File: config.mk
export PLATFORM = sky130hd
export DESIGN_NAME = rtc_register_file_power_guard
export DESIGN_NICKNAME = d
export VERILOG_FILES = /design/src/include/rtc_guard_pkg.sv /design/src/logic/rtc_register_file_power_guard.sv
export SDC_FILE = /design/constraint.sdc
export NUM_CORES = 1
export LEC_CHECK = 0
export BUFFER_PORTS_ARGS = -buffer_cell sky130_fd_sc_hd__buf_2
export CAP_MARGIN = 10
export CORE_ASPECT_RATIO = 2
export CORE_MARGIN = 4
export CORE_UTILIZATION = 45
export CTS_BUF_LIST = sky130_fd_sc_hd__clkbuf_16
export CTS_CLUSTER_SIZE = 12
export DETAILED_ROUTE_END_ITERATION = 8
export PLACE_DENSITY = 0.65
export RECOVER_POWER = 100
export SKIP_LAST_GASP = 1
export SYNTH_ARGS = -nofsm -noshare
export SYNTH_HDL_FRONTEND = slang
export SYNTH_SLANG_ARGS = --single-unit
File: constraint.sdc
create_clock -name clk_sys -period 11.7 [get_ports clk_sys]
set_input_delay 1.17 -clock clk_sys [delete_from_list [all_inputs] [get_ports clk_sys]]
set_output_delay 1.17 -clock clk_sys [all_outputs]
set_load 0.01 [all_outputs]
File: src/include/rtc_guard_pkg.sv
// constants for the timekeeping register file and power guard
package rtc_guard_pkg;
  // register offsets (four-bit register address)
  localparam logic [3:0] OFS_STATUS_FLAGS   = 4'h0;
  localparam logic [3:0] OFS_CENTURY        = 4'h1;
  localparam logic [3:0] OFS_ALARM_SEC      = 4'h2;
  localparam logic [3:0] OFS_ALARM_MIN      = 4'h3;
  localparam logic [3:0] OFS_ALARM_HOUR     = 4'h4;
  localparam logic [3:0] OFS_ALARM_DAY      = 4'h5;
  localparam logic [3:0] OFS_ALARM_MONTH    = 4'h6;
  localparam logic [3:0] OFS_TIMEOUT_CFG    = 4'h7;
  localparam logic [3:0] OFS_CONTROL        = 4'h8;
  localparam logic [3:0] OFS_SECONDS        = 4'h9;
  localparam logic [3:0] OFS_MINUTES        = 4'ha;
  localparam logic [3:0] OFS_HOURS          = 4'hb;
  localparam logic [3:0] OFS_WEEKDAY        = 4'hc;
  localparam logic [3:0] OFS_DAY_OF_MONTH   = 4'hd;
  localparam logic [3:0] OFS_MONTH          = 4'he;
  localparam logic [3:0] OFS_YEAR           = 4'hf;
  // field positions
  localparam int BIT_SET_TIME      = 7;  // control register
  localparam int BIT_FREEZE        = 6;  // control register
  localparam int BIT_OSC_HALT      = 7;  // seconds register
  localparam int BIT_FREQ_TEST     = 6;  // weekday register
  localparam int BIT_WD_EXPIRED    = 7;  // flags
  localparam int BIT_ALARM_MATCH   = 6;  // flags
  localparam int BIT_BATT_LOW      = 4;  // flags
  localparam int BIT_WD_ROUTE      = 7;  // timeout config
  localparam int BIT_ALARM_IRQ_EN  = 7;  // alarm month
  localparam int BIT_ALARM_BACKUP  = 5;  // alarm month
  // reset values
  localparam logic [7:0] RST_REG       = 8'h00;
  localparam logic [7:0] RST_CONTROL   = 8'h40; // freeze set, set-time clear
  localparam logic [7:0] RST_DAY_MONTH = 8'h01;
  // timing
  localparam longint CLK_HZ          = 250000000;
  localparam longint RECOVERY_MS     = 200;
  localparam longint RECOVERY_CYCLES = (RECOVERY_MS * CLK_HZ) / 1000; // longest time: round down
  localparam longint SECOND_CYCLES   = CLK_HZ;
endpackage

File: src/logic/rtc_register_file_power_guard.sv
// timekeeping register file with power-fail write protection
// Notes on behaviour
// - while supply is under deselect threshold, all host register accesses are ignored
// - system reset output goes active at deselect and stays until the recovery period after supply return ends
// - both external memory selects forced high while supply out of tolerance
// - below switchover threshold all outputs go high impedance, registers retained
// - after supply returns, memory selects stay inhibited for the 200 ms recovery period
// - system reset stays active through the recovery period, released when it ends
// - sixteen byte registers selected by a four-bit address
// - visible time copies refreshed together from incremented counters each second
// - time and alarm registers are BCD, control/watchdog/flags are binary
// - freeze bit D6 of control register halts transfers to visible copies
// - frozen copies show the time current when freeze was set
// - an update in progress completes before a freeze takes effect
// - clearing freeze makes the next update one second later
// - set-time bit D7 of control register halts visible updates for loading
// - clearing set-time loads counters from Fh-9h and 1h, next update one second later
// - power-up after failure sets freeze and clears set-time
// - oscillator halt bit stops counting; clearing resumes within one second
// - halt and frequency test bits are written without needing set-time
// - flags register shows watchdog, alarm and battery-low flags, read only
// - timeout config holds route select, five-bit multiplier, two-bit resolution
// - alarm month holds irq and backup enables; repeat bits sit in top bits of 5h-2h
// - read happens with select and output enable low and write strobe high, address picks register
// - write spans later falling edge of select/strobe to earlier rising edge
module rtc_register_file_power_guard #(
  parameter longint RECOVERY_COUNT = rtc_guard_pkg::RECOVERY_CYCLES,
  parameter longint SECOND_COUNT   = rtc_guard_pkg::SECOND_CYCLES
) (
  input  wire logic       clk_sys,                // 250 MHz system clock
  input  wire logic       rst,                    // async reset, active high
  input  wire logic       reg_sel_n,              // register select, active low
  input  wire logic       wr_strobe_n,            // write strobe, active low
  input  wire logic       rd_enable_n,            // output enable, active low
  input  wire logic [3:0] reg_addr,               // register address
  input  wire logic [7:0] data_in,                // data bus input
  output logic      [7:0] data_out,               // data bus output
  output logic            data_oe,                // data bus drive enable
  input  wire logic       mem_sel_in_n,           // host external memory select
  output logic            mem_sel0_out_n,         // external memory select 0
  output logic            mem_sel1_out_n,         // external memory select 1
  output logic            mem_sel_oe,             // memory select drive enable
  output logic            sys_rst_out,            // reset pin pulls low while high
  output logic            sys_rst_oe,             // reset open-drain enable
  input  wire logic       deselect_threshold,     // supply under deselect threshold
  input  wire logic       switchover_threshold,   // supply under switchover threshold
  input  wire logic       wd_expired_in,          // watchdog expiry event
  input  wire logic       alarm_match_in,         // alarm match event
  input  wire logic       batt_low_in,            // battery low level
  input  wire logic       bank_sel                // bank chooses memory select 1
);

  typedef struct packed {
    logic [15:0][7:0] regs;     // visible register copies
    logic [7:0]       cnt_sec;  // internal counters
    logic [7:0]       cnt_min;
    logic [7:0]       cnt_hour;
    logic [7:0]       cnt_wday;
    logic [7:0]       cnt_date;
    logic [7:0]       cnt_mon;
    logic [7:0]       cnt_year;
    logic [7:0]       cnt_cent;
    logic [31:0]      tick;     // divider to one-second enable
    logic             update;   // transfer in progress (one cycle)
    logic             wr_prev;  // write window of last cycle
    logic             rd_prev;  // read of flags in last cycle
    logic             fail;     // power failure seen
    logic             recover;  // recovery period running
    logic [31:0]      rec_cnt;
    logic [7:0]       dout;
    logic             doe;
    logic             sel0;
    logic             sel1;
    logic             msel_oe;
    logic             rst_act;
    logic             rst_oe;
  } state_t;

  state_t st_ff;
  state_t nxt_st;

  ////////////////////////////////////////////////////////////////////////////
  // bcd helpers

  // increments a packed bcd byte, wrapping to lo above hi
  function automatic logic [7:0] bcd_inc(input logic [7:0] v, input logic [7:0] lo, input logic [7:0] hi);
    logic [7:0] r;
    r = 8'h00;
    if (v >= hi) begin
      r = lo;
    end else if (v[3:0] >= 4'h9) begin
      r = {v[7:4] + 4'h1, 4'h0};
    end else begin
      r = {v[7:4], v[3:0] + 4'h1};
    end
    return r;
  endfunction

  // last day of a month, bcd, leap years on year divisible by four
  function automatic logic [7:0] month_end(input logic [7:0] mon, input logic [7:0] yr);
    logic [7:0] r;
    r = 8'h31;
    case (mon)
      8'h04, 8'h06, 8'h09, 8'h11: r = 8'h30;
      8'h02: r = ((yr[4] ? (yr[1:0] == 2'b10) : (yr[1:0] == 2'b00))) ? 8'h29 : 8'h28;
      default: r = 8'h31;
    endcase
    return r;
  endfunction

  ////////////////////////////////////////////////////////////////////////////
  // next-state logic

  logic       wr_win;
  logic       rd_win;
  logic       guard;
  logic       tick_en;
  logic [7:0] ctrl;
  logic [7:0] rd_mux;

  always_comb begin
    nxt_st  = st_ff;
    guard   = deselect_threshold | st_ff.fail;
    wr_win  = !reg_sel_n && !wr_strobe_n && !guard;
    rd_win  = !reg_sel_n && wr_strobe_n && !rd_enable_n && !guard;
    ctrl    = st_ff.regs[rtc_guard_pkg::OFS_CONTROL];
    tick_en = 1'b0;
    rd_mux  = st_ff.regs[reg_addr];
    nxt_st.update = 1'b0;

    // one-second divider; stopped by the oscillator halt bit or the set-time bit
    if (st_ff.regs[rtc_guard_pkg::OFS_SECONDS][rtc_guard_pkg::BIT_OSC_HALT] || ctrl[rtc_guard_pkg::BIT_SET_TIME]) begin
      nxt_st.tick = 32'h0;
    end else if (st_ff.tick >= 32'(SECOND_COUNT - 1)) begin
      nxt_st.tick = 32'h0;
      tick_en     = 1'b1;
    end else begin
      nxt_st.tick = st_ff.tick + 32'h1;
    end

    // counters advance in bcd, carrying up through the calendar
    if (tick_en) begin
      nxt_st.cnt_sec = bcd_inc(st_ff.cnt_sec, 8'h00, 8'h59);
      if (st_ff.cnt_sec == 8'h59) begin
        nxt_st.cnt_min = bcd_inc(st_ff.cnt_min, 8'h00, 8'h59);
        if (st_ff.cnt_min == 8'h59) begin
          nxt_st.cnt_hour = bcd_inc(st_ff.cnt_hour, 8'h00, 8'h23);
          if (st_ff.cnt_hour == 8'h23) begin
            nxt_st.cnt_wday = bcd_inc(st_ff.cnt_wday, 8'h01, 8'h07);
            nxt_st.cnt_date = bcd_inc(st_ff.cnt_date, 8'h01, month_end(st_ff.cnt_mon, st_ff.cnt_year));
            if (st_ff.cnt_date == month_end(st_ff.cnt_mon, st_ff.cnt_year)) begin
              nxt_st.cnt_mon = bcd_inc(st_ff.cnt_mon, 8'h01, 8'h12);
              if (st_ff.cnt_mon == 8'h12) begin
                nxt_st.cnt_year = bcd_inc(st_ff.cnt_year, 8'h00, 8'h99);
                if (st_ff.cnt_year == 8'h99) begin
                  nxt_st.cnt_cent = bcd_inc(st_ff.cnt_cent, 8'h00, 8'h99);
                end
              end
            end
          end
        end
      end
      // transfer starts only while neither halt bit is set; once started it finishes
      nxt_st.update = !ctrl[rtc_guard_pkg::BIT_FREEZE] && !ctrl[rtc_guard_pkg::BIT_SET_TIME];
    end

    // simultaneous copy of all counters; freeze written mid-transfer waits for it
    if (st_ff.update) begin
      nxt_st.regs[rtc_guard_pkg::OFS_SECONDS][6:0]     = st_ff.cnt_sec[6:0];
      nxt_st.regs[rtc_guard_pkg::OFS_MINUTES]          = st_ff.cnt_min;
      nxt_st.regs[rtc_guard_pkg::OFS_HOURS]            = st_ff.cnt_hour;
      nxt_st.regs[rtc_guard_pkg::OFS_WEEKDAY][2:0]     = st_ff.cnt_wday[2:0];
      nxt_st.regs[rtc_guard_pkg::OFS_DAY_OF_MONTH]     = st_ff.cnt_date;
      nxt_st.regs[rtc_guard_pkg::OFS_MONTH]            = st_ff.cnt_mon;
      nxt_st.regs[rtc_guard_pkg::OFS_YEAR]             = st_ff.cnt_year;
      nxt_st.regs[rtc_guard_pkg::OFS_CENTURY]          = st_ff.cnt_cent;
    end

    // hardware flags; the set wins over a clear by reading
    if (st_ff.rd_prev && !rd_win) begin
      nxt_st.regs[rtc_guard_pkg::OFS_STATUS_FLAGS][rtc_guard_pkg::BIT_WD_EXPIRED]  = 1'b0;
      nxt_st.regs[rtc_guard_pkg::OFS_STATUS_FLAGS][rtc_guard_pkg::BIT_ALARM_MATCH] = 1'b0;
    end
    if (wd_expired_in) begin
      nxt_st.regs[rtc_guard_pkg::OFS_STATUS_FLAGS][rtc_guard_pkg::BIT_WD_EXPIRED] = 1'b1;
    end
    if (alarm_match_in) begin
      nxt_st.regs[rtc_guard_pkg::OFS_STATUS_FLAGS][rtc_guard_pkg::BIT_ALARM_MATCH] = 1'b1;
    end
    nxt_st.regs[rtc_guard_pkg::OFS_STATUS_FLAGS][rtc_guard_pkg::BIT_BATT_LOW] = batt_low_in;
    nxt_st.rd_prev = rd_win && (reg_addr == rtc_guard_pkg::OFS_STATUS_FLAGS);

    // write in every cycle of the strobe window, any register but flags stores the bus byte
    nxt_st.wr_prev = wr_win;
    if (wr_win) begin
      if (reg_addr != rtc_guard_pkg::OFS_STATUS_FLAGS) begin
        nxt_st.regs[reg_addr] = data_in;
      end
    end

    // leaving set-time loads counters and restarts the second
    if (ctrl[rtc_guard_pkg::BIT_SET_TIME] && wr_win && reg_addr == rtc_guard_pkg::OFS_CONTROL
        && !data_in[rtc_guard_pkg::BIT_SET_TIME]) begin
      nxt_st.cnt_sec  = {1'b0, st_ff.regs[rtc_guard_pkg::OFS_SECONDS][6:0]};
      nxt_st.cnt_min  = st_ff.regs[rtc_guard_pkg::OFS_MINUTES];
      nxt_st.cnt_hour = st_ff.regs[rtc_guard_pkg::OFS_HOURS];
      nxt_st.cnt_wday = {5'h00, st_ff.regs[rtc_guard_pkg::OFS_WEEKDAY][2:0]};
      nxt_st.cnt_date = st_ff.regs[rtc_guard_pkg::OFS_DAY_OF_MONTH];
      nxt_st.cnt_mon  = st_ff.regs[rtc_guard_pkg::OFS_MONTH];
      nxt_st.cnt_year = st_ff.regs[rtc_guard_pkg::OFS_YEAR];
      nxt_st.cnt_cent = st_ff.regs[rtc_guard_pkg::OFS_CENTURY];
      nxt_st.tick     = 32'h0;
    end
    // leaving freeze restarts the second so the next update is a full second away
    if (ctrl[rtc_guard_pkg::BIT_FREEZE] && wr_win && reg_addr == rtc_guard_pkg::OFS_CONTROL
        && !data_in[rtc_guard_pkg::BIT_FREEZE]) begin
      nxt_st.tick = 32'h0;
    end

    // power-fail sequencing
    if (deselect_threshold) begin
      nxt_st.fail    = 1'b1;
      nxt_st.recover = 1'b0;
      nxt_st.rec_cnt = 32'h0;
      nxt_st.update  = 1'b0;
    end else if (st_ff.fail) begin
      nxt_st.fail    = 1'b0;
      nxt_st.recover = 1'b1;
      nxt_st.rec_cnt = 32'h0;
      // power-down time stays visible after the return
      nxt_st.regs[rtc_guard_pkg::OFS_CONTROL][rtc_guard_pkg::BIT_FREEZE]   = 1'b1;
      nxt_st.regs[rtc_guard_pkg::OFS_CONTROL][rtc_guard_pkg::BIT_SET_TIME] = 1'b0;
    end else if (st_ff.recover) begin
      if (st_ff.rec_cnt >= 32'(RECOVERY_COUNT - 1)) begin
        nxt_st.recover = 1'b0;
      end
      nxt_st.rec_cnt = st_ff.rec_cnt + 32'h1;
    end

    // pin drivers; the recovery period counts as a guarded state too
    nxt_st.rst_act = deselect_threshold | st_ff.fail | nxt_st.recover;
    nxt_st.rst_oe  = nxt_st.rst_act && !switchover_threshold;
    nxt_st.sel0    = (guard | nxt_st.recover) ? 1'b1 : (mem_sel_in_n | bank_sel);
    nxt_st.sel1    = (guard | nxt_st.recover) ? 1'b1 : (mem_sel_in_n | !bank_sel);
    nxt_st.msel_oe = !switchover_threshold;
    nxt_st.dout    = rd_mux;
    nxt_st.doe     = rd_win && !switchover_threshold;
  end

  ////////////////////////////////////////////////////////////////////////////
  // state register; counters live on, only outputs release at switchover

  always_ff @(posedge clk_sys or posedge rst) begin
    if (rst) begin
      st_ff <= '0;
      st_ff.regs[rtc_guard_pkg::OFS_CONTROL]      <= rtc_guard_pkg::RST_CONTROL;
      st_ff.regs[rtc_guard_pkg::OFS_DAY_OF_MONTH] <= rtc_guard_pkg::RST_DAY_MONTH;
      st_ff.regs[rtc_guard_pkg::OFS_MONTH]        <= rtc_guard_pkg::RST_DAY_MONTH;
      st_ff.regs[rtc_guard_pkg::OFS_WEEKDAY]      <= rtc_guard_pkg::RST_DAY_MONTH;
      st_ff.cnt_date <= rtc_guard_pkg::RST_DAY_MONTH;
      st_ff.cnt_mon  <= rtc_guard_pkg::RST_DAY_MONTH;
      st_ff.cnt_wday <= rtc_guard_pkg::RST_DAY_MONTH;
      st_ff.sel0     <= 1'b1;
      st_ff.sel1     <= 1'b1;
      st_ff.rst_act  <= 1'b1;
      st_ff.recover  <= 1'b1;  // power-on runs the recovery period
    end else begin
      st_ff <= nxt_st;
    end
  end

  // outputs straight from flip-flops
  assign data_out       = st_ff.dout;
  assign data_oe        = st_ff.doe;
  assign mem_sel0_out_n = st_ff.sel0;
  assign mem_sel1_out_n = st_ff.sel1;
  assign mem_sel_oe     = st_ff.msel_oe;
  assign sys_rst_out    = 1'b0 | st_ff.rst_act;
  assign sys_rst_oe     = st_ff.rst_oe;
endmodule

==> summary by stage, run 1 <==
Status
The run finished, with violations left. The final reports fail on capacitance limit, slew limit.

Die
Pin placement for this block handled 38 I/O pins. The width of the die is 135 µm. The area of the core is roughly 0.032 mm². The initial utilization of the core area, before any placement, comes to 0.458. The die outline area is 0.0353 mm². The row count is 92. From bottom edge to top edge, the die measures 262 µm.

Timing
The number of setup violations in the final report is 0. The clock arrives with 16.5 ps of skew. The setup slack of the critical path after layout is around 4400 ps. Dividing the final minimum period by the clock period gives 0.627.

The worst-case headroom to the max-slew limit is -3.00. The total count of hold-check failures in the final report came to 0. For the pin with the worst max-slew slack, the measured transition is 5970 ps. The final setup TNS is 0 ps. The number of pins with negative max-slew slack in the final report was 332. Setup repair after global routing left no endpoint under its margin. Across all hold checks on the routed design, the worst slack comes to 379 ps. The maximum clock frequency is 136 MHz. The minimum clock period is 7340 ps.

Setup path
The register-to-register path setup slack is around 6100 ps. The start-to-end type of the worst setup path is input port to flip-flop. The kind of launch point of the worst setup path is an input port. Data arrives at the worst endpoint at 7820 ps.

The critical path contains buffers and inverters numbering 3 combined. The worst setup path is captured at a flip-flop. In this run the worst path has a maximum fanout of 51. The worst path required time is approximately 12000 ps. The signal on the critical path passes through buf_2 > clkbuf_1 > or4b_2 > nor3_1 > clkbuf_1 > a41oi_1 > or4_1 > nand3_1. The worst register-to-register path begins at st_ff[47]$_DFF_PP0_.

The maximum single-stage delay on the critical path is 1810 ps. The slowest stage of the critical path belongs to the cell sky130_fd_sc_hd__clkbuf_1. The cell family contributing the most delay on the critical path is simple AND/OR/NAND/NOR gates. The cell repeated most along the worst path is sky130_fd_sc_hd__clkbuf_1. The number of cells on the worst reg-to-reg path is 6. In this run the number of cells on the critical path is 8. In this run the critical register-to-register path is captured at st_ff[102]$_DFFE_PP0P_.

Detailed routing
After detailed routing, the total wire length is 38600 µm. In this run the remaining antenna-violating nets after routing total 0. In the final routed layout, each cell accounts on average for 21.3 µm. The detailed router placed between 10000 and 15000 vias in this run. The number of optimization iterations in the first detailed-route pass is 5.

The initial detailed-routing violation count is roughly 750. The via density per instance is 5.93. The post-detailed-route DRC marker count is 0.

Synthesis
Counting distinct cell types in the post-synthesis netlist gives 78. In the post-synthesis netlist, the cell with the most instances is sky130_fd_sc_hd__dfrtp_1. Counting flops with an async set or reset pin after synthesis yields a share of 1.00.

During synthesis, Yosys emitted a total of 0 warnings. The most common flop cell mapped by yosys is sky130_fd_sc_hd__dfrtp_1. The number of synthesized flops with an enable pin is 0. The synthesized instance count is 1369. Ranked by instance count, the synthesized netlist is headed by sky130_fd_sc_hd__dfrtp_1 (263), sky130_fd_sc_hd__nor2_1 (170), sky130_fd_sc_hd__nand2_1 (100). A synthesized cell averages 10.6 µm². The top cell type's share of synthesized area is 0.454. The share of the yosys chip area belonging to registers is 0.474. Synthesis inferred 274 register bits. The netlist area before placement is 0.0145 mm².

Ranked by total cell area, the synthesized netlist is headed by sky130_fd_sc_hd__dfrtp_1 (45%), sky130_fd_sc_hd__mux4_2 (6.2%), sky130_fd_sc_hd__mux2_2 (4.7%), sky130_fd_sc_hd__mux2i_1 (4.4%), sky130_fd_sc_hd__nor2_1 (4.4%). The cell type with the highest aggregate area in the netlist is sky130_fd_sc_hd__dfrtp_1.

Clock network
The number of post-CTS setup repair buffers is 0. CTS built an H-tree with a depth of 1. The total CTS buffers is 27.

The cell at the root of the clock tree is sky130_fd_sc_hd__clkbuf_16. TritonCTS built the clock tree. The post-cts hold buffer count is 0. The number of sinks on the clock net is 274. Clock-pin slew was measured on the worst setup and hold paths at 60 ps. In this run the deepest clock path goes through 3 buffers. The number of resized instances in the post-cts repair step is 0. The later pin in the worst-skew pair is clocked with a latency of about 550 ps.

Pwr
Total power for the finished layout comes to 2.15 mW. The worst-case IR drop observed on VDD is ~0.087 mV. In this run the static leakage power is between 6 and 7 nW. Dividing total power by cell area gives a power density of 137 mW/mm².

Layout
The area added between synthesis and finish is 8.18%. Once layout is complete, the utilization of the core stands at 0.495. The final layout contains 1444 nets.

The layout cell share with drive strength beyond 1 is 0.132. The layout has 2862 filler cells. The number of diodes added for antenna fixing is 0. Leaving out filler cells and counting taps, the final layout contains 1813. The area of all placed cells without fillers is 0.0157 mm².

Min path
The worst hold path was traced through 0 stages. The worst min-delay path category is flip-flop to flip-flop.

GRT
For this run the aggregate overflow at the end of global routing stands at 0. The number of antenna violations at the first check in global routing was 0. For met1 alone, demand over resource in global routing was 0.231. The met2 capacity usage during global routing is 0.423.

The via count of the first global-routing pass came to 11325. The wire length of the first global-routing pass is 62000 µm. The met3 demand-to-capacity share in global routing is 0.0247. In the global route stage, overall resource usage came out at 0.222. Entering global routing, the biggest net connects 136 pins. After global routing, the most crowded layer is met2.

Placement
The area after detailed placement is 0.0150 mm². In this run the tool buffered the top-level ports with 37 buffer cells. The pre-CTS setup slack is slightly below 7000 ps. The wire-length estimate of the detail-placed layout is 27100 µm. The congestion estimate from routability-driven global placement came to 0.876. The cell count after placement is 1763.

Run
The max-capacitance violation count is 6.
## worst register-to-register path, stage by stage (launching register included)
cell	delay, ps
sky130_fd_sc_hd__dfrtp_1	400
sky130_fd_sc_hd__or4_1	570
sky130_fd_sc_hd__nor3_1	1490
sky130_fd_sc_hd__clkbuf_1	1810
sky130_fd_sc_hd__a41oi_1	500
sky130_fd_sc_hd__or4_1	640
sky130_fd_sc_hd__nand3_1	90
## layout make-up
cell class                 count  area (µm²)  share of cell area
sequential                   274        6870               0.439
timing repair buffer          48         226              0.0145
clock buffer                  27         676              0.0431
inverter                      44         166              0.0106
clock inverter                22        82.6             0.00527
tap                          423         529              0.0338
multi-input combinational    975        7120               0.454
## placed cells by master (no fill, tap or decap), types with 6 or more instances in the layout
master / n
sky130_fd_sc_hd__nand4_1: 19
sky130_fd_sc_hd__a221o_1: 7
sky130_fd_sc_hd__nand4b_1: 7
sky130_fd_sc_hd__a22o_1: 8
sky130_fd_sc_hd__a31oi_1: 17
sky130_fd_sc_hd__o31ai_1: 8
sky130_fd_sc_hd__clkbuf_1: 21
sky130_fd_sc_hd__nand2_1: 100
sky130_fd_sc_hd__mux2i_1: 64
sky130_fd_sc_hd__xor2_1: 37
sky130_fd_sc_hd__ha_1: 50
sky130_fd_sc_hd__dfrtp_1: 262
sky130_fd_sc_hd__and3_1: 22
sky130_fd_sc_hd__nor2b_1: 12
sky130_fd_sc_hd__inv_1: 60
sky130_fd_sc_hd__nor4_1: 14
sky130_fd_sc_hd__or3_1: 8
sky130_fd_sc_hd__a21o_1: 7
sky130_fd_sc_hd__or4_1: 6
sky130_fd_sc_hd__and2_1: 11
sky130_fd_sc_hd__o21ai_0: 41
sky130_fd_sc_hd__mux2_2: 61
sky130_fd_sc_hd__xnor2_1: 19
sky130_fd_sc_hd__o211ai_1: 8
sky130_fd_sc_hd__nor2_1: 170
sky130_fd_sc_hd__a21oi_1: 77
sky130_fd_sc_hd__nand3_1: 55
sky130_fd_sc_hd__nor3_1: 20
sky130_fd_sc_hd__dfstp_2: 11
sky130_fd_sc_hd__clkbuf_16: 27
sky130_fd_sc_hd__buf_2: 22
sky130_fd_sc_hd__mux4_2: 40
## kinds of logic (layout without fill, tap and decap cells)
| group | after synthesis | in the layout | share of synthesized area |
|---|---|---|---|
| and+or+nand+nor | 477 | 477 | 0.159 |
| muxes | 165 | 165 | 0.154 |
| other | 1 | 4 | 0.000259 |
| AOI/OAI and AO/OA | 223 | 223 | 0.101 |
| xor gates and xnor gates | 56 | 56 | 0.0339 |
| buffers and inverters | 123 | 141 | 0.0346 |
| DFF | 274 | 274 | 0.474 |
| adders and majority gates | 50 | 50 | 0.0432 |
## metal layers
| metal | part of all wire | routed length (µm) | vias up |
|---|---|---|---|
| met4 | 0.065 | 2510 | 0 |
| met5 | 0 | 0 | - |
| li1 | - | - | 4909 |
| met3 | 0.039 | 1500 | 125 |
| met1 | 0.35 | 13500 | 5414 |
| met2 | 0.55 | 21100 | 295 |
## worst max-delay path by stage
stage / to / startpoint / slack, ps
floorplan: asynchronous set/reset pin / rst / 3000
global placement: st_ff[102]$_DFFE_PP0P_ / reg_addr[0] / 6780
detailed placement: st_ff[102]$_DFFE_PP0P_ / reg_addr[0] / 6800
CTS: st_ff[95]$_DFFE_PP0P_ / st_ff[101]$_DFFE_PP0P_ / 7170
global route: st_ff[102]$_DFFE_PP0P_ / reg_addr[0] / 3770
finish: st_ff[102]$_DFFE_PP0P_ / reg_addr[0] / 4360
## power by group
group          switching, mW  total (mW)  internal (mW)
logic                  0.136       0.262          0.125
clock network          0.368       0.781          0.413
registers             0.0821        1.10           1.02
total                  0.586        2.15           1.56
Note: power is estimated with default switching activity, not from simulation.
==> run 2: changes to the inputs <==
- clock period: 11.7 -> 6.91 ns (I/O delays scaled with it)
==> run 2 against run 1 <==
Against the previous run:
- the flow still finishes with violations (capacitance limit, slew limit)
- hold slack got worse by 120 ps
- worst setup slack got worse by 2300 ps
- power increased by 68%
- first-iteration DRC count decreased by 3.5%
- via count decreased by 0.12%
- highest routed layer unchanged
==> summary by stage, run 2 (same netlist as run 1, synthesis figures left out) <==
Min path
The hold path depth is 1. The min-delay analysis places its worst path in the category input port to flip-flop.

Timing
Timing would allow up to between 200 and 250 MHz. Setup violations remaining at the end of the flow were counted as 0. Adding up every negative setup slack in the final design gives 0 ps. Between clock sinks in the finished design, the worst skew comes to 17.5 ps. The minimum clock period is 4800 ps. The setup slack of the critical path after layout is 2110 ps. The total count of hold-check failures in the final report was 0. For the pin with the worst max-slew slack, the measured transition is 3160 ps. The number of pins with negative max-slew slack in the final report is 360. Setup repair after global routing left no endpoint under its margin.

The share of the clock period used by the worst path after layout is 0.694. The worst pin sits at a relative slew slack of -1.11.

GRT
The via count of the first global-routing pass is approximately 11000. In the global route stage, overall resource usage came out at 0.217. For this run the aggregate overflow at the end of global routing stands at 0. Entering global routing, the biggest net connects around 110 pins. The wire length of the first global-routing pass is ~60000 µm. The number of antenna violations at the first check in global routing is 0.

Placement
In this run the cell area measured after placement is 0.0150 mm². The pre-CTS setup slack is 2520 ps. The number of buffers added on ports is 37. The final weighted congestion of routability-driven global placement is 0.935. The placed wire-length estimate after detailed placement is 26800 µm. The cell count after placement is 1766.

Die
The count of boundary I/O pins is 38. The die outline area is between 0.03 and 0.04 mm². The width of the die is 135 µm. The initial cell density of the core is 0.458. The area of the core is between 0.03 and 0.04 mm². The height of the chip is approximately 260 µm. The row count is 92.

Layout
The area used by sequential logic in the layout is 0.00687 mm². After routing the design area is approximately 0.016 mm². After the flow finishes, the layout carries non-filler instances totaling 1815.

The number of fill cells in the layout is 2855. The number of diodes added for antenna fixing is 0. The most frequent standard cell in the layout excluding fill and tap cells is sky130_fd_sc_hd__dfrtp_1.

Leaving out fill and tap cells, the most frequent cells in the layout are sky130_fd_sc_hd__dfrtp_1 (262), sky130_fd_sc_hd__nor2_1 (170), sky130_fd_sc_hd__nand2_1 (100). The final net count is 1447. In the final layout, the share of cells above drive strength 1 is 0.133. Compared with the post-synthesis result, the final layout area differs by 8.35%. The multi-input combinational cells in the finished layout cover a total of 0.00713 mm².

Pwr
The clock share of power is 0.363. Of the total power, registers draw 0.512. The switching part of the total is 0.270. The peak supply drop is 0.162 mV. The cell leakage power is 6.68 nW. The internal portion of the total power is 2.64 mW. The power after layout is 3.62 mW.

The net switching power is 0.975 mW. The ratio of total power to cell area is 231 mW/mm². The part of the total power dissipated in combinational logic is 0.125.

Clock network
The number of post-CTS setup repair buffers is 0. The number of resized instances in the post-cts repair step is 0. The latest clock arrival within the worst-skew pair is 550 ps. TritonCTS built the clock tree. The cell at the root of the clock tree is sky130_fd_sc_hd__clkbuf_16. Buffers inserted to repair hold after CTS numbered 0.

The total CTS buffers is 27. After clock tree synthesis, the clock-pin slew on the worst setup and hold paths is 60 ps. Clock tree synthesis found a total of roughly 270 sinks.

In this run the number of H-tree levels came out at 1. No sink is reached through more buffers than the 3 on the longest clock path.

Detailed routing
The detailed-route wire length per cell is 20.9 µm. The number of optimization iterations in the first detailed-route pass is 7. The wire length after detailed routing is 37900 µm. The detail route stage leaves a number of antenna-violating nets equal to 0.

In the routed design, unresolved DRC markers number 0. In the routed layout, each cell is associated on average with a via count of 5.91. For this block, the initial DRC count from the detailed router was 725. Detailed routing inserted a total of 10730 vias.

Setup path
The worst setup path is launched from an input port. In this run the worst path has a maximum fanout of 50. The start-to-end type of the worst setup path is input port to flip-flop. The worst path required time is 7300 ps.

The signal on the critical path passes through buf_2 > clkbuf_1 > or4b_2 > nor3_1 > clkbuf_1 > buf_4 > a41oi_1 > o21ai_0 > o311ai_0. The number of cells on the worst reg-to-reg path is 15. The cell repeated most along the worst path is sky130_fd_sc_hd__clkbuf_1.

The endpoint arrival time on the critical path is 5190 ps. The worst setup path is captured at a flip-flop. The standard cell with the maximum stage delay on the critical path is sky130_fd_sc_hd__clkbuf_1. The maximum single-stage delay on the critical path is 1060 ps.

Status
The checks that failed: capacitance limit, slew limit. The run finished, with violations left.

Run
The tool flagged a number of max-cap violations equal to 7.
-- run 2: area by class of cell --
type / count / area share
well taps: 423 / 0.0337
clock buffers: 27 / 0.0431
repair buffers: 51 / 0.0152
multi-input cells: 975 / 0.454
inverters: 44 / 0.0106
clock inverters: 21 / 0.00534
flip-flops and latches: 274 / 0.438
-- run 2: path summary, 6_finish.rpt --
check | end | slack, ps | startpoint
setup / recovery | st_ff[89]$_DFFE_PP0P_ | 2110 | reg_addr[0]
hold / removal | st_ff[151]$_DFF_PP0_ | 250 | batt_low_in
setup reg to reg | st_ff[89]$_DFFE_PP0P_ | 2430 | st_ff[100]$_DFFE_PP0P_
hold reg to reg | flip-flop | 380 | flip-flop
max in group asynchronous | st_ff[132]$_DFFE_PP0P_ | 2520 | rst
min in group asynchronous | asynchronous set/reset pin | 680 | rst
-- run 2: power by group through the flow --
stage / clock network [mW] / registers [mW] / logic (mW)
floorplan: 0 / 1.83 / 0.348
global placement: 0 / 1.87 / 0.449
detailed placement: 0 / 1.88 / 0.461
CTS: 1.35 / 1.85 / 0.463
global route: 1.41 / 1.86 / 0.499
finish: 1.31 / 1.85 / 0.454
-- run 2: stage by stage --
stage / hold slack [ps] / utilization
2_1_floorplan: 425 / -
3_3_place_gp: 361 / 0.474
3_5_place_dp: 363 / 0.474
4_1_cts: 232 / 0.498
5_1_grt: 239 / 0.496
6_report: 255 / 0.496
-- run 2: critical path: cells and delay by family --
family / cells / cell delay, ps
AO/OA/AOI/OAI: 3 / 600
buffers and inverters: 4 / 2610
AND/OR/NAND/NOR: 2 / 1240
-- run 2: routing by layer --
layer  share of wire  vias up  GRT usage
li1                -     4909          -
met1            0.36     5442      0.231
met2            0.54      268      0.410
met3           0.033      111     0.0238
met4           0.059        0      0.123
met5               0        -          0
==> run 3: changes to the inputs <==
- PLACE_DENSITY: 0.65 -> 0.67
- clock period: 6.91 -> 4.2 ns (I/O delays scaled with it)
==> run 3 against run 2 <==
Against the previous run:
- the run still ends with capacitance limit, slew limit left
- hold slack got worse by 200 ps
- sequential share of layout area fell by 0.20 points
- first-iteration DRC count fell by 23%
- non-clock buffer count rose by 6
- power rose by 64%
- clock-buffer cell count did not move
- critical path depth rose by 5
- global-route usage fell by 0.24 points
- final area rose by 0.49%
==> summary by stage, run 3 (same netlist as run 1, synthesis figures left out) <==
Clock network
The latest clock arrival within the worst-skew pair is 550 ps. In this run, CTS created clock tree buffers numbering 27. The number of levels the H-tree was split into is 1. Clock tree synthesis found a total of 274 sinks. The clock passes through at most 3 buffers. Clock tree synthesis selected as its root buffer the cell sky130_fd_sc_hd__clkbuf_16.

After clock tree synthesis, the clock-pin slew on the worst setup and hold paths is roughly 60 ps. The CTS tree is built.

Timing
The worst-case headroom to the max-slew limit is -0.344. The final clock skew is 19.6 ps. Dividing the final minimum period by the clock period gives 0.922. The number of setup violations in the final report is 0. The number of pins with negative max-slew slack in the final report came to 274. The worst-margin pin slew is 2020 ps.

Setup slack closes at about 330 ps. Summed over all failing endpoints, the final setup total negative slack is 0 ps. Setup repair after global routing left no endpoint under its margin. After layout, the minimum clock period comes to a little under 4000 ps. The total count of hold-check failures in the final report was 0. The maximum clock frequency is 258 MHz.

Die
The height of the chip is 262 µm. For this configuration, the core starts out at a cell density of 0.458. The area of the core is 0.0317 mm². The floorplan step set the die width to between 100 and 150 µm. The die outline area is 0.0353 mm². The count of boundary I/O pins is 38. The row count is 92.

GRT
The remaining global-route overflow is 0. The first global-routing pass estimated 60200 µm of wire. The number of antenna violations at the first check in global routing was 0. The overall fraction of global-route tracks in use is 0.215. The via count of the first global-routing pass is around 11000.

The maximum number of pins on one net before global-route repair is 115.

Detailed routing
The wire length after detailed routing is 37500 µm. The count of nets left with antenna violations after detail routing is 0. The pre-antenna-repair detailed-routing pass consisted of 5 iterations.

The post-detailed-route DRC marker count is 0. For this block, the via count after detailed routing is 10748. In the final routed layout, each cell accounts on average for 20.6 µm. Dividing the detail-routed via count by the number of cells gives 5.90. The initial detailed-routing violation count is 560.

Setup path
For this design, the slowest cell found on the critical path is sky130_fd_sc_hd__dfstp_1. The register-to-register path setup slack is 330 ps. The most critical setup path has its startpoint at st_ff[99]$_DFFE_PP1P_. On the worst path, the slowest cell contributes a delay of 610 ps. In this run the worst setup path terminates at st_ff[94]$_DFFE_PP0P_.

The worst register-to-register path begins at st_ff[99]$_DFFE_PP1P_. The largest fanout on the critical path is 6. The start-to-end type of the worst setup path is flip-flop to flip-flop. Counting cells, the worst reg-to-reg path comes to 14. Traced cell by cell, the critical path runs through ha_1 > nor2b_1 > nand2_1 > a21oi_1 > a31oi_1 > nor3_2 > a21oi_1 > ha_1 > or3b_2 > nor4_2 > nand4_1 > or3_1 > or4_1 > a31oi_1.

The end of the worst register-to-register path is st_ff[94]$_DFFE_PP0P_. STA classifies the critical path endpoint as a flip-flop. For the worst setup path, the data arrival time is 4340 ps.

The kind of launch point of the worst setup path is a flip-flop. The worst path required time is between 4000 and 5000 ps.

Layout
The number of diodes added for antenna fixing is 0. The final layout contains 1453 nets. From synthesis to final layout, the design area changed by 8.89%. The most frequent standard cell in the layout excluding fill and tap cells is sky130_fd_sc_hd__dfrtp_1.

In the final layout, the share of cells above drive strength 1 is 0.134. Leaving out fill and tap cells, the most frequent cells in the layout are sky130_fd_sc_hd__dfrtp_1 (262), sky130_fd_sc_hd__nor2_1 (170), sky130_fd_sc_hd__nand2_1 (100).

Pwr
IR analysis of the VDD net gives a maximum drop of 0.285 mV. Summing internal, switching and leakage power gives 5.93 mW. Power spread over the standard cell area amounts to 376 mW/mm². The analysis attributes to cell leakage a power of 6.71 nW.

Status
The checks that failed: capacitance limit, slew limit. The flow ran to the end, but the final reports show violations.

Placement
Routability-driven placement finished with a final weighted congestion of a little over 0.9. Timing analysis after detailed placement gives a worst setup slack of 224 ps. The number of buffers added on ports is 37.

The HPWL after detailed placement is between 20000 and 30000 µm.

Run
The max-capacitance violation count is 4.

Min path
The worst min-delay path category is input port to flip-flop.
run 3: changes by cell type in the layout (fill, tap and decap cells not counted), moves of 2 or more:
| cell | delta |
|---|---|
| sky130_fd_sc_hd__buf_2 | -2 |
| sky130_fd_sc_hd__clkbuf_1 | +3 |
| sky130_fd_sc_hd__nor4_2 | +2 |
| sky130_fd_sc_hd__inv_1 | +2 |
| sky130_fd_sc_hd__nor4_1 | -2 |
| sky130_fd_sc_hd__nor3_1 | -2 |
| sky130_fd_sc_hd__nor3_2 | +2 |
run 3: repair_timing:
item,CTS,global route
setup buffers,0,0
setup endpoints to repair,0,3
resized for setup,0,2
hold buffers,1,0
endpoints found under the hold margin,1,0
run 3: worst max-delay path: cells and delay by family (launching register included):
| family | cells | cell delay [ps] |
|---|---|---|
| and+or+nand+nor | 8 | 2210 |
| DFF | 1 | 610 |
| adders and majority gates | 2 | 510 |
| AOI/OAI and AO/OA | 4 | 460 |
run 3: final cells by class:
type / instances / area [µm²]
tap: 423 / 529
clock inverter: 23 / 96.3
fill: 2856 / 15900
multi-input combinational: 975 / 7140
sequential: 274 / 6870
inverter: 44 / 166
clock buffer: 27 / 676
timing repair buffer: 57 / 290
run 3: where the power goes:
part | total (mW) | switching (mW) | internal, mW
clock network | 2.16 | 1.00 | 1.16
logic | 0.726 | 0.379 | 0.347
registers | 3.04 | 0.194 | 2.85
total | 5.93 | 1.58 | 4.35
run 3: worst min-delay path by stage:
stage / start / endpoint / slack, ps / cells after the start
4_1_cts: switchover_threshold / mem_sel_oe$_DFF_PP0_ / 30 / 2
3_3_place_gp: flip-flop / flip-flop / 360 / 0
3_5_place_dp: flip-flop / flip-flop / 360 / 0
6_report: alarm_match_in / st_ff[153]$_DFF_PP0_ / 50 / 2
2_1_floorplan: flip-flop / flip-flop / 420 / 1
5_1_grt: switchover_threshold / mem_sel_oe$_DFF_PP0_ / 50 / 2
run 3: stage by stage:
step | hold WS, ps | utilization | instance area (µm²) | cells
floorplan | 425 | - | 14500 | 1372
global placement | 360 | 0.476 | 15100 | 1771
detailed placement | 363 | 0.476 | 15100 | 1771
CTS | 33.8 | 0.501 | 15900 | 1822
global route | 47.6 | 0.498 | 15800 | 1823
finish | 53.5 | 0.498 | 15800 | 1823
run 3: metal layers:
layer	track usage	vias to the layer above	part of all wire	wire [µm]
li1	-	4938	-	-
met4	0.133	0	0.070	2610
met1	0.229	5435	0.35	13300
met2	0.402	265	0.54	20300
met5	0	-	0	0
met3	0.0207	110	0.035	1300
